$ cat config.mk
export PLATFORM = sky130hd
export DESIGN_NAME = memory_port_decode
export DESIGN_NICKNAME = d
export VERILOG_FILES = /design/src/hw/scratch_ram.v /design/src/hw/map_control.v /design/src/hw/memory_port_decode.v
export VERILOG_INCLUDE_DIRS = /design/src /design/src/inc
export SDC_FILE = /design/constraint.sdc
export NUM_CORES = 2
export LEC_CHECK = 0
export BUFFER_PORTS_ARGS = -buffer_cell sky130_fd_sc_hd__clkbuf_2
export CAP_MARGIN = 5
export CORE_ASPECT_RATIO = 1.5
export CORE_MARGIN = 5
export CORE_UTILIZATION = 55
export CTS_BUF_LIST = sky130_fd_sc_hd__clkbuf_4 sky130_fd_sc_hd__clkbuf_8
export DETAILED_ROUTE_END_ITERATION = 10
export GPL_TIMING_DRIVEN = 0
export PLACE_DENSITY_LB_ADDON = 0.2
export SLEW_MARGIN = 20
export SYNTH_ARGS = -nofsm -noshare
export SYNTH_HDL_FRONTEND = slang
export SYNTH_SLANG_ARGS = --single-unit
$ cat constraint.sdc
create_clock -name CORE_CLK_I -period 4 [get_ports CORE_CLK_I]
set_input_delay 0.6 -clock CORE_CLK_I [delete_from_list [all_inputs] [get_ports CORE_CLK_I]]
set_output_delay 0.6 -clock CORE_CLK_I [all_outputs]
set_load 0.01 [all_outputs]
$ cat src/inc/mem_port_map.vh
`ifndef MEM_PORT_MAP_VH
`define MEM_PORT_MAP_VH

// control port bits and state after reset (both groups enabled)
`define MAP_GRP0_BIT 6
`define MAP_GRP1_BIT 7
`define MAP_RESET_VAL 2'b00
`define MAP_READ_VAL 2'b11
`define MAP_DELAY_CYCLES 2'd3

// memory windows, compared on the upper address bits
`define LOW_ROM_TOP5 5'h00
`define HIGH_ROM_TOP5 5'h1b
`define GRP1_TOP4 4'hd
`define SHADOW_TOP5 5'h1a
`define RAM_TOP8 8'hd0
`define TIMER_TOP14 14'h3440
`define ROM_WIN_BITS 11

// i/o port addresses
`define IO_MAP_CTRL 8'hf3
`define IO_PAR_DATA 8'h14
`define IO_PAR_STAT 8'h15
`define IO_SER_DATA 8'h12
`define IO_SER_STAT 8'h13
`define IO_SER_DATA2 8'h04
`define IO_SER_STAT2 8'h05
`define IO_ALIAS_DATA 8'h02
`define IO_ALIAS_STAT 8'h03

// value returned where nothing on the card drives the bus
`define IDLE_READ 8'hff

`endif

$ cat src/hw/scratch_ram.v
`timescale 1ns/1ps
`default_nettype none

module scratch_ram #(
  parameter AW = 8,
  parameter DW = 8
) (
  input wire clk_i,
  input wire we_i,
  input wire [AW-1:0] addr_i,
  input wire [DW-1:0] wdata_i,
  output reg [DW-1:0] rdata_o
);

  // storage has no reset so contents survive map changes and resets
  reg [DW-1:0] mem [0:(1<<AW)-1];

  // synchronous write, registered read
  always @(posedge clk_i) begin
    if (we_i) begin
      mem[addr_i] <= wdata_i;
    end
    rdata_o <= mem[addr_i];
  end

endmodule

`default_nettype wire

$ cat src/hw/map_control.v
`timescale 1ns/1ps
`default_nettype none
`include "mem_port_map.vh"

module map_control (
  input wire clk_i,
  input wire rst_i,
  input wire load_i,
  input wire [1:0] load_val_i,
  input wire cycle_i,
  output reg [1:0] map_o,
  output reg pending_o
);

  reg [1:0] next_q;
  reg [1:0] count_q;

  // new value waits for three processor cycles, then takes effect
  always @(posedge clk_i or posedge rst_i) begin
    if (rst_i) begin
      map_o <= `MAP_RESET_VAL;
      next_q <= `MAP_RESET_VAL;
      count_q <= 2'd0;
      pending_o <= 1'b0;
    end else if (load_i) begin
      // a later command restarts the wait
      next_q <= load_val_i;
      count_q <= 2'd0;
      pending_o <= 1'b1;
    end else if (pending_o && cycle_i) begin
      if (count_q == `MAP_DELAY_CYCLES - 2'd1) begin
        map_o <= next_q;
        pending_o <= 1'b0;
        count_q <= 2'd0;
      end else begin
        count_q <= count_q + 2'd1;
      end
    end
  end

endmodule

`default_nettype wire

$ cat src/hw/memory_port_decode.v
`timescale 1ns/1ps
`default_nettype none
`include "mem_port_map.vh"

module memory_port_decode #(
  parameter ROM_AW = 11,
  parameter RAM_AW = 8
) (
  // clock and reset
  input wire CORE_CLK_I,
  input wire RST_I,
  // processor cycles, strobes are one-cycle pulses
  input wire [15:0] ADDR_I,
  input wire [7:0] DATA_I,
  input wire MEM_RD_I,
  input wire MEM_WR_I,
  input wire IO_RD_I,
  input wire IO_WR_I,
  input wire CPU_CYCLE_I,
  // option switches
  input wire PAR_CONSOLE_ALIAS_I,
  input wire SER_CONSOLE_ALIAS_I,
  input wire ROM_1K_I,
  // data returned by the attached functions
  input wire [7:0] ROM_DATA_I,
  input wire [7:0] TIMER_DATA_I,
  input wire [7:0] PAR_DATA_I,
  input wire [5:0] PAR_STATUS_I,
  input wire [7:0] SER_DATA_I,
  input wire [7:0] SER_STATUS_I,
  input wire TIMER_BAUD_I,
  // selects toward the attached functions
  output wire [ROM_AW-1:0] ROM_ADDR_O,
  output wire ROM_SEL_O,
  output wire TIMER_SEL_O,
  output wire PAR_DATA_SEL_O,
  output wire PAR_STAT_SEL_O,
  output wire SER_DATA_SEL_O,
  output wire SER_STAT_SEL_O,
  // system memory gating
  output wire SYS_MEM_RD_EN_O,
  output wire SYS_MEM_WR_EN_O,
  // read answer from the card
  output reg [7:0] RD_DATA_O,
  output reg RD_VALID_O,
  // map state and serial bit clock
  output wire [1:0] MAP_STATE_O,
  output wire MAP_PENDING_O,
  output reg SER_BAUD_CLK_O
);

  // port match, used by every i/o select
  // exact compare; every i/o port decodes all eight address bits
  function io_hit;
    input [7:0] a;
    input [7:0] p;
    begin
      io_hit = (a == p);
    end
  endfunction

  // map state wires
  wire [1:0] map_q;
  wire grp0_off;
  wire grp1_off;
  wire ctrl_hit;
  wire ctrl_load;
  wire [1:0] ctrl_val;

  // memory window hits
  wire low_rom_win;
  wire high_rom_win;
  wire grp1_win;
  wire ram_win;
  wire timer_win;
  wire reserved_win;
  wire rom_hit;
  wire ram_hit;
  wire card_mem_hit;

  // group 1 pieces, all gated by the one control bit
  wire grp1_hit;
  wire timer_hit;
  wire reserved_hit;

  // i/o selects
  wire [7:0] io_a;
  wire io_any;
  wire par_alias;
  wire ser_alias;
  wire par_data_hit;
  wire par_stat_hit;
  wire ser_data_hit;
  wire ser_stat_hit;

  // scratch ram
  wire ram_we;
  wire [7:0] ram_rdata;

  // read answer pipeline
  reg [2:0] src_q;
  reg [2:0] src_d;
  reg pend_q;
  reg [7:0] rd_data_d;

  // where a read answer comes from, one code per attached part
  localparam [2:0] SRC_ROM = 3'd0;
  localparam [2:0] SRC_RAM = 3'd1;
  localparam [2:0] SRC_TIMER = 3'd2;
  localparam [2:0] SRC_PAR_DATA = 3'd3;
  localparam [2:0] SRC_PAR_STAT = 3'd4;
  localparam [2:0] SRC_SER_DATA = 3'd5;
  localparam [2:0] SRC_SER_STAT = 3'd6;
  localparam [2:0] SRC_IDLE = 3'd7;

  // control port decode
  assign io_a = ADDR_I[7:0];
  assign ctrl_hit = io_hit(io_a, `IO_MAP_CTRL);
  // a read of the control port is folded into a load of all ones,
  // so both groups drop out exactly as a write of c0 would
  // write-only control port
  assign ctrl_load = ctrl_hit & (IO_WR_I | IO_RD_I);
  assign ctrl_val = IO_RD_I ? `MAP_READ_VAL
                            : {DATA_I[`MAP_GRP1_BIT], DATA_I[`MAP_GRP0_BIT]};

  // the wait lets a three-byte jump after the write still come from
  // the old map; another control access during the wait starts over
  // delayed map change
  map_control u_map (
    .clk_i(CORE_CLK_I),
    .rst_i(RST_I),
    .load_i(ctrl_load),
    .load_val_i(ctrl_val),
    .cycle_i(CPU_CYCLE_I),
    .map_o(map_q),
    .pending_o(MAP_PENDING_O)
  );

  assign grp0_off = map_q[0];
  assign grp1_off = map_q[1];
  assign MAP_STATE_O = map_q;

  // memory windows from the upper address bits
  // five bits pick the 2K windows, longer compares pick ram and timers
  assign low_rom_win = (ADDR_I[15:11] == `LOW_ROM_TOP5);
  assign high_rom_win = (ADDR_I[15:11] == `HIGH_ROM_TOP5);
  assign grp1_win = (ADDR_I[15:12] == `GRP1_TOP4);
  assign ram_win = (ADDR_I[15:8] == `RAM_TOP8);
  assign timer_win = (ADDR_I[15:2] == `TIMER_TOP14);
  assign reserved_win = (ADDR_I[15:11] == `SHADOW_TOP5) & ~ram_win & ~timer_win;

  // group 1 claims the whole 4K page; the pieces inside it are
  // qualified by the same bit so they can never be split apart
  assign grp1_hit = grp1_win & ~grp1_off;
  assign timer_hit = timer_win & ~grp1_off;
  // the unused hole answers ff so a stray read never reaches the bus
  assign reserved_hit = reserved_win & ~grp1_off;

  assign rom_hit = (low_rom_win & ~grp0_off) | (high_rom_win & ~grp1_off);
  assign ram_hit = ram_win & ~grp1_off;
  assign card_mem_hit = rom_hit | grp1_hit;

  // 1K part repeats in both halves
  // same offset both windows
  // a 1K part has no top address line, so it shows up twice
  assign ROM_ADDR_O = {ADDR_I[ROM_AW-1] & ~ROM_1K_I, ADDR_I[ROM_AW-2:0]};
  assign ROM_SEL_O = MEM_RD_I & rom_hit;
  assign TIMER_SEL_O = (MEM_RD_I | MEM_WR_I) & timer_hit;

  // card hides system memory on reads
  // reads from the rom window
  // reads in an enabled window never reach system memory
  assign SYS_MEM_RD_EN_O = MEM_RD_I & ~card_mem_hit;

  // rom windows pass writes
  // writes under the rom windows still land in system memory, so a
  // loader running from rom can fill the whole space; only the
  // group 1 page below the high rom window is blocked
  assign SYS_MEM_WR_EN_O = MEM_WR_I & ~(grp1_hit & ~high_rom_win);

  // ram written only while group 1 is on; hidden memory untouched
  // ram array keeps contents
  assign ram_we = MEM_WR_I & ram_hit;
  scratch_ram #(
    .AW(RAM_AW),
    .DW(8)
  ) u_ram (
    .clk_i(CORE_CLK_I),
    .we_i(ram_we),
    .addr_i(ADDR_I[RAM_AW-1:0]),
    .wdata_i(DATA_I),
    .rdata_o(ram_rdata)
  );

  // i/o port selects
  assign io_any = IO_RD_I | IO_WR_I;
  // with both switches on the parallel port keeps 02/03; the serial
  // side loses them rather than two parts driving one read
  // parallel takes 02/03 if both are on
  assign par_alias = PAR_CONSOLE_ALIAS_I;
  assign ser_alias = SER_CONSOLE_ALIAS_I & ~PAR_CONSOLE_ALIAS_I;

  assign par_data_hit = io_hit(io_a, `IO_PAR_DATA) |
                        (par_alias & io_hit(io_a, `IO_ALIAS_DATA));
  assign par_stat_hit = io_hit(io_a, `IO_PAR_STAT) |
                        (par_alias & io_hit(io_a, `IO_ALIAS_STAT));

  assign ser_data_hit = io_hit(io_a, `IO_SER_DATA) |
                        io_hit(io_a, `IO_SER_DATA2) |
                        (ser_alias & io_hit(io_a, `IO_ALIAS_DATA));
  assign ser_stat_hit = io_hit(io_a, `IO_SER_STAT) |
                        io_hit(io_a, `IO_SER_STAT2) |
                        (ser_alias & io_hit(io_a, `IO_ALIAS_STAT));

  // a select only fires for an actual i/o strobe
  assign PAR_DATA_SEL_O = io_any & par_data_hit;
  assign PAR_STAT_SEL_O = io_any & par_stat_hit;
  assign SER_DATA_SEL_O = io_any & ser_data_hit;
  assign SER_STAT_SEL_O = io_any & ser_stat_hit;

  // pick the source of a read in its strobe cycle
  always @* begin
    src_d = SRC_IDLE;
    if (MEM_RD_I) begin
      if (rom_hit) begin
        src_d = SRC_ROM;
      end else if (ram_hit) begin
        src_d = SRC_RAM;
      end else if (timer_hit) begin
        src_d = SRC_TIMER;
      end else if (reserved_hit) begin
        // hole in group 1 space: answered, but with idle data
        src_d = SRC_IDLE;
      end
    end else if (IO_RD_I) begin
      if (par_data_hit) begin
        src_d = SRC_PAR_DATA;
      end else if (par_stat_hit) begin
        src_d = SRC_PAR_STAT;
      end else if (ser_data_hit) begin
        src_d = SRC_SER_DATA;
      end else if (ser_stat_hit) begin
        src_d = SRC_SER_STAT;
      end
    end
  end

  // remember the source; the ram answers one edge later
  // pend_q marks reads the card answers; system memory reads get none
  always @(posedge CORE_CLK_I or posedge RST_I) begin
    if (RST_I) begin
      src_q <= SRC_IDLE;
      pend_q <= 1'b0;
    end else begin
      src_q <= src_d;
      pend_q <= MEM_RD_I & card_mem_hit | IO_RD_I;
    end
  end

  // answer mux; reserved group 1 space and control port read ff
  always @* begin
    case (src_q)
      SRC_ROM: rd_data_d = ROM_DATA_I;
      SRC_RAM: rd_data_d = ram_rdata;
      SRC_TIMER: rd_data_d = TIMER_DATA_I;
      SRC_PAR_DATA: rd_data_d = PAR_DATA_I;
      // status bits 7 and 6 share position and meaning with the
      // control port, so a read value can be written straight back
      // group state in status byte
      SRC_PAR_STAT: rd_data_d = {grp1_off, grp0_off, PAR_STATUS_I};
      SRC_SER_DATA: rd_data_d = SER_DATA_I;
      SRC_SER_STAT: rd_data_d = SER_STATUS_I;
      default: rd_data_d = `IDLE_READ;
    endcase
  end

  // read data held in flip-flops, valid for one cycle
  // data holds between answers so a slow reader still sees it
  always @(posedge CORE_CLK_I or posedge RST_I) begin
    if (RST_I) begin
      RD_DATA_O <= `IDLE_READ;
      RD_VALID_O <= 1'b0;
    end else begin
      RD_VALID_O <= pend_q;
      if (pend_q) begin
        RD_DATA_O <= rd_data_d;
      end
    end
  end

  // bit clock from timer channel
  // registered so the serial side sees a clean level
  always @(posedge CORE_CLK_I or posedge RST_I) begin
    if (RST_I) begin
      SER_BAUD_CLK_O <= 1'b0;
    end else begin
      SER_BAUD_CLK_O <= TIMER_BAUD_I;
    end
  end

endmodule

`default_nettype wire

==> flow_summary.html <==
<table>
<tr><th>Metric</th><th>Value</th></tr>
<tr><th colspan="2">Layout</th></tr>
<tr><td>Total Nets Final</td><td>between 4k and 5k</td></tr>
<tr><td>Layout area overhead</td><td>13.2%</td></tr>
<tr><td>Fraction of layout instances using a drive strength above 1</td><td>31.9%</td></tr>
<tr><td>Layout filler cell count</td><td>9922</td></tr>
<tr><td>Storage element area</td><td>~62000 µm²</td></tr>
<tr><td>Layout Cell Area excl Fill</td><td>a little over 90000 µm²</td></tr>
<tr><td>Multi-input gate area</td><td>roughly 17000 µm²</td></tr>
<tr><th colspan="2">STA</th></tr>
<tr><td>Slew at the pin with the worst max-slew slack</td><td>between 1 and 1.5 ns</td></tr>
<tr><td>Min cycle time layout</td><td>just over 4 ns</td></tr>
<tr><td>WHS</td><td>0.0726 ns</td></tr>
<tr><td>Portion of the clock cycle consumed by the worst path in the final layout</td><td>102%</td></tr>
<tr><td>Final Hold Violating Endpoints</td><td>0</td></tr>
<tr><td>Number of pins exceeding their max-slew limit in the final report</td><td>0</td></tr>
<tr><td>Clock skew after layout</td><td>~0.055 ns</td></tr>
<tr><td>Fmax achieved</td><td>roughly 250 MHz</td></tr>
<tr><td>Final Setup Violations</td><td>33</td></tr>
<tr><td>Minimum setup slack in the final design</td><td>-0.0705 ns</td></tr>
<tr><td>Worst max-slew margin expressed relative to the limit</td><td>between 20% and 30%</td></tr>
<tr><th colspan="2">Pwr</th></tr>
<tr><td>Overall power of the completed layout</td><td>between 40000 and 50000 µW</td></tr>
<tr><td>Max IR drop VDD</td><td>roughly 0.00025 V</td></tr>
<tr><td>Power density over the cells</td><td>478 nW/µm²</td></tr>
<tr><td>Leak</td><td>between 0.02 and 0.03 µW</td></tr>
<tr><th colspan="2">Route</th></tr>
<tr><td>Number of remaining DRC errors</td><td>0</td></tr>
<tr><td>Via density per instance</td><td>approximately 6.5</td></tr>
<tr><td>Post-detailed-route count of antenna-violating nets</td><td>0</td></tr>
<tr><td>Drt wl/cell</td><td>between 30 and 40 µm</td></tr>
<tr><td>Starting DRC count in detailed routing</td><td>about 5.2k</td></tr>
<tr><td>DR pass1 iterations</td><td>9</td></tr>
<tr><td>Sum of routed wire length over all layers</td><td>~220000 µm</td></tr>
<tr><td>Routed via count</td><td>41.2k</td></tr>
<tr><th colspan="2">Clock tree</th></tr>
<tr><td>Number of sinks on the clock net</td><td>2077</td></tr>
<tr><td>Level count of the clock H-tree</td><td>5</td></tr>
<tr><td>Root Buffer Master</td><td>sky130_fd_sc_hd__clkbuf_8</td></tr>
<tr><td>TritonCTS clock tree</td><td>built</td></tr>
<tr><td>Number of buffers created by CTS</td><td>between 300 and 400</td></tr>
<tr><td>Clock-pin slew of the registers on the worst-case setup and hold paths</td><td>around 0.060 ns</td></tr>
<tr><td>Maximum clock insertion buffer count</td><td>4</td></tr>
<tr><td>Latest clock arrival within the worst-skew pair</td><td>just over 1 ns</td></tr>
<tr><th colspan="2">Synth</th></tr>
<tr><td>Async SR Flop Fraction</td><td>1.01%</td></tr>
<tr><td>Main area contributors after synthesis</td><td>sky130_fd_sc_hd__edfxtp_1 77%, sky130_fd_sc_hd__mux4_2 15%, sky130_fd_sc_hd__a22oi_1 2.4%</td></tr>
<tr><td>Number of distinct library cell variants in the gate-level netlist after synthesis</td><td>44</td></tr>
<tr><td>Area fraction of the dominant cell type after synthesis</td><td>between 70% and 80%</td></tr>
<tr><td>Sequential cell area fraction in the yosys report</td><td>between 70% and 80%</td></tr>
<tr><td>Primary FF master, synth</td><td>sky130_fd_sc_hd__edfxtp_1</td></tr>
<tr><td>Library cell with the largest summed area after synthesis</td><td>sky130_fd_sc_hd__edfxtp_1</td></tr>
<tr><td>Cell Area, Synth</td><td>about 80000 µm²</td></tr>
<tr><td>Post-synth net total</td><td>about 3.8k</td></tr>
<tr><td>Post-synthesis area per instance</td><td>21.6 µm²</td></tr>
<tr><td>Post-Synthesis Cells</td><td>~3.7k</td></tr>
<tr><td>Synth Register Bits</td><td>2077</td></tr>
<tr><td>YS warnings</td><td>0</td></tr>
<tr><td>Number of synthesized flops with an enable pin</td><td>between 2k and 2.5k</td></tr>
<tr><th colspan="2">Global route</th></tr>
<tr><td>Number of global-route vias before repair</td><td>roughly 42k</td></tr>
<tr><td>Antenna violations before repair</td><td>9</td></tr>
<tr><td>Maximum number of pins on one net before global-route repair</td><td>approximately 120</td></tr>
<tr><td>First-pass GRT wire length</td><td>slightly above 300000 µm</td></tr>
<tr><td>Final global-route overflow total</td><td>0</td></tr>
<tr><td>Global-route usage over all layers</td><td>between 20 and 30%</td></tr>
<tr><th colspan="2">Floorplan</th></tr>
<tr><td>Effective utilization at floorplan</td><td>between 50% and 60%</td></tr>
<tr><td>Core Area</td><td>145000 µm²</td></tr>
<tr><td>Die Height</td><td>approximately 480 µm</td></tr>
<tr><td>Die X</td><td>321 µm</td></tr>
<tr><td>Overall die area</td><td>between 150000 and 200000 µm²</td></tr>
<tr><td>Io pins</td><td>113</td></tr>
<tr><td># rows</td><td>approximately 170</td></tr>
<tr><th colspan="2">Critical path</th></tr>
<tr><td>Crit path required time</td><td>4.78 ns</td></tr>
<tr><td>Critical path launch point type</td><td>input pin</td></tr>
<tr><td>Sort of element at the end of the critical path</td><td>register</td></tr>
<tr><td>Crit path arrival time</td><td>slightly below 5 ns</td></tr>
<tr><td>Crit Path Max Fanout</td><td>11</td></tr>
<tr><td>Type of the worst setup path</td><td>in2reg</td></tr>
<tr><th colspan="2">Run</th></tr>
<tr><td>Maximum Capacitance Violations</td><td>0</td></tr>
<tr><th colspan="2">Outcome</th></tr>
<tr><td>Outcome</td><td>complete, but fails checks</td></tr>
<tr><td>Violations in the final reports</td><td>setup timing</td></tr>
<tr><th colspan="2">Hold path</th></tr>
<tr><td>Min-delay worst type</td><td>in2reg</td></tr>
<tr><th colspan="2">Placement</th></tr>
<tr><td>Detailed placement HPWL</td><td>about 150000 µm</td></tr>
<tr><td>Global placer's final weighted congestion</td><td>between 1 and 1.5</td></tr>
<tr><td>Area of placed instances</td><td>roughly 84000 µm²</td></tr>
<tr><td>Total of buffers placed on input and output ports</td><td>110</td></tr>
</table>
==> timing repair <==
| item | CTS | global route |
|---|---|---|
| setup endpoints to repair | 1853 | 826 |
| gates resized for setup | 129 | 32 |
| pin swaps | 1 | 0 |
| hold buffers | 13 | 0 |
| buffers inserted | 1 | 2 |
| endpoints found under the hold margin | 22 | 0 |
==> power by group <==
part | internal (µW) | switching (µW)
clock network | 9050 | 7920
logic | 801 | 1580
registers | 23900 | 35.5
total | 33800 | 9530
==> stage by stage <==
| stage | instances | utilization, % | setup TNS, ns | setup WS, ns |
|---|---|---|---|---|
| 6_report | 6303 | 62.6 | -0.785 | -0.0705 |
| 5_1_grt | 6297 | 62.6 | -0.0211 | -0.0107 |
| 4_1_cts | 6295 | 62.5 | -14.99 | -0.258 |
| 3_5_place_dp | 5751 | 58.1 | -1568.41 | -1.47 |
| 3_3_place_gp | 5713 | 57.3 | -6234.36 | -2.71 |
| 2_1_floorplan | 3700 | - | 0 | 1.03 |
==> flip-flops by register name, summed over array words and instances, names as in the netlist <==
name             cells
u_ram.mem         2048
u_map.pending_o      1
pend_q               1
u_map.count_q        2
RD_DATA_O            8
SER_BAUD_CLK_O       1
u_ram.rdata_o        8
RD_VALID_O           1
u_map.map_o          2
u_map.next_q         2
src_q                3
==> cell type report <==
class,instances,share of cell area (%)
antenna,7,0.0193
buffer,248,1.41
clock buffer,407,5.63
clock inverter,123,0.912
inverter,3,0.0124
multi-input combinational,1371,18.8
sequential,2077,68.7
tap,1903,2.63
timing repair buffer,164,1.92
==> path summary, 6_finish.rpt <==
kind	start	to	slack (ns)	cells past startpoint
setup reg to reg	u_map.map_o[1]	u_ram.mem[61][1]	-0.01	7
hold reg to reg	u_map.next_q[0]	u_map.map_o[0]	0.48	1
max in group asynchronous	RST_I	u_map.next_q[0]	3.28	3
min in group asynchronous	RST_I	SER_BAUD_CLK_O	0.23	3
hold / removal	IO_RD_I	u_map.next_q[1]	0.07	3
setup / recovery	ADDR_I[1]	u_ram.rdata_o[5]	-0.07	9
==> metal layers <==
layer | vias to the layer above | track usage (%) | wire, µm
met5 | - | 0 | 24
met4 | 4 | 17.9 | 16200
met3 | 556 | 7.34 | 21300
met2 | 2516 | 46.8 | 111000
met1 | 21500 | 35.8 | 75400
li1 | 16600 | - | -
==> critical path: stages <==
cell and delay (ns):
sky130_fd_sc_hd__clkbuf_2 0.21, sky130_fd_sc_hd__buf_2 0.54, sky130_fd_sc_hd__clkdlybuf4s15_2 0.59, sky130_fd_sc_hd__buf_1 0.68, sky130_fd_sc_hd__mux4_2 0.44, sky130_fd_sc_hd__a22oi_1 0.33
sky130_fd_sc_hd__a21oi_1 0.22, sky130_fd_sc_hd__o41ai_1 0.86, sky130_fd_sc_hd__nand4_1 0.36
==> synthesized netlist by cell type, types with 15 or more instances <==
library cell / count
sky130_fd_sc_hd__buf_2: 48
sky130_fd_sc_hd__a22oi_1: 260
sky130_fd_sc_hd__nand4_1: 15
sky130_fd_sc_hd__edfxtp_1: 2048
sky130_fd_sc_hd__buf_6: 20
sky130_fd_sc_hd__buf_1: 34
sky130_fd_sc_hd__nand2_1: 29
sky130_fd_sc_hd__nor2_1: 286
sky130_fd_sc_hd__o21ai_0: 15
sky130_fd_sc_hd__a21oi_1: 140
sky130_fd_sc_hd__mux4_2: 516
sky130_fd_sc_hd__o41ai_1: 24
sky130_fd_sc_hd__clkbuf_1: 131
sky130_fd_sc_hd__buf_4: 16
==> cells by family after synthesis <==
kind of cell           count (synthesis)  synth area share (%)
flip-flops                          2077                  77.8
buffers and inverters                252                  1.52
AO/OA/AOI/OAI                        469                  4.06
multiplexers                         529                  14.7
AND/OR/NAND/NOR                      373                  1.95
==> placed cells by master, fill, tap and decap left out, drive strengths merged, types with 3 or more instances in the layout <==
master | netlist | layout
mux2i | 7 | 7
a21oi | 140 | 140
a31o | 4 | 4
buf | 118 | 156
nor2 | 286 | 286
diode | 0 | 7
and2 | 3 | 3
nor2b | 12 | 12
dfrtp | 10 | 10
a31oi | 4 | 4
nand3 | 13 | 13
o21ai | 15 | 15
nand2 | 29 | 29
a221oi | 4 | 4
inv | 3 | 3
o41ai | 32 | 32
a22oi | 260 | 260
mux4 | 516 | 516
bufinv | 0 | 12
clkinv | 0 | 109
dfstp | 11 | 11
clkdlybuf4s15 | 0 | 5
mux2 | 6 | 6
nand4 | 15 | 15
clkbuf | 131 | 645
dfxtp | 8 | 8
edfxtp | 2048 | 2048
dlygate4sd3 | 0 | 13
No activity file was read; power rests on OpenSTA's default activity.
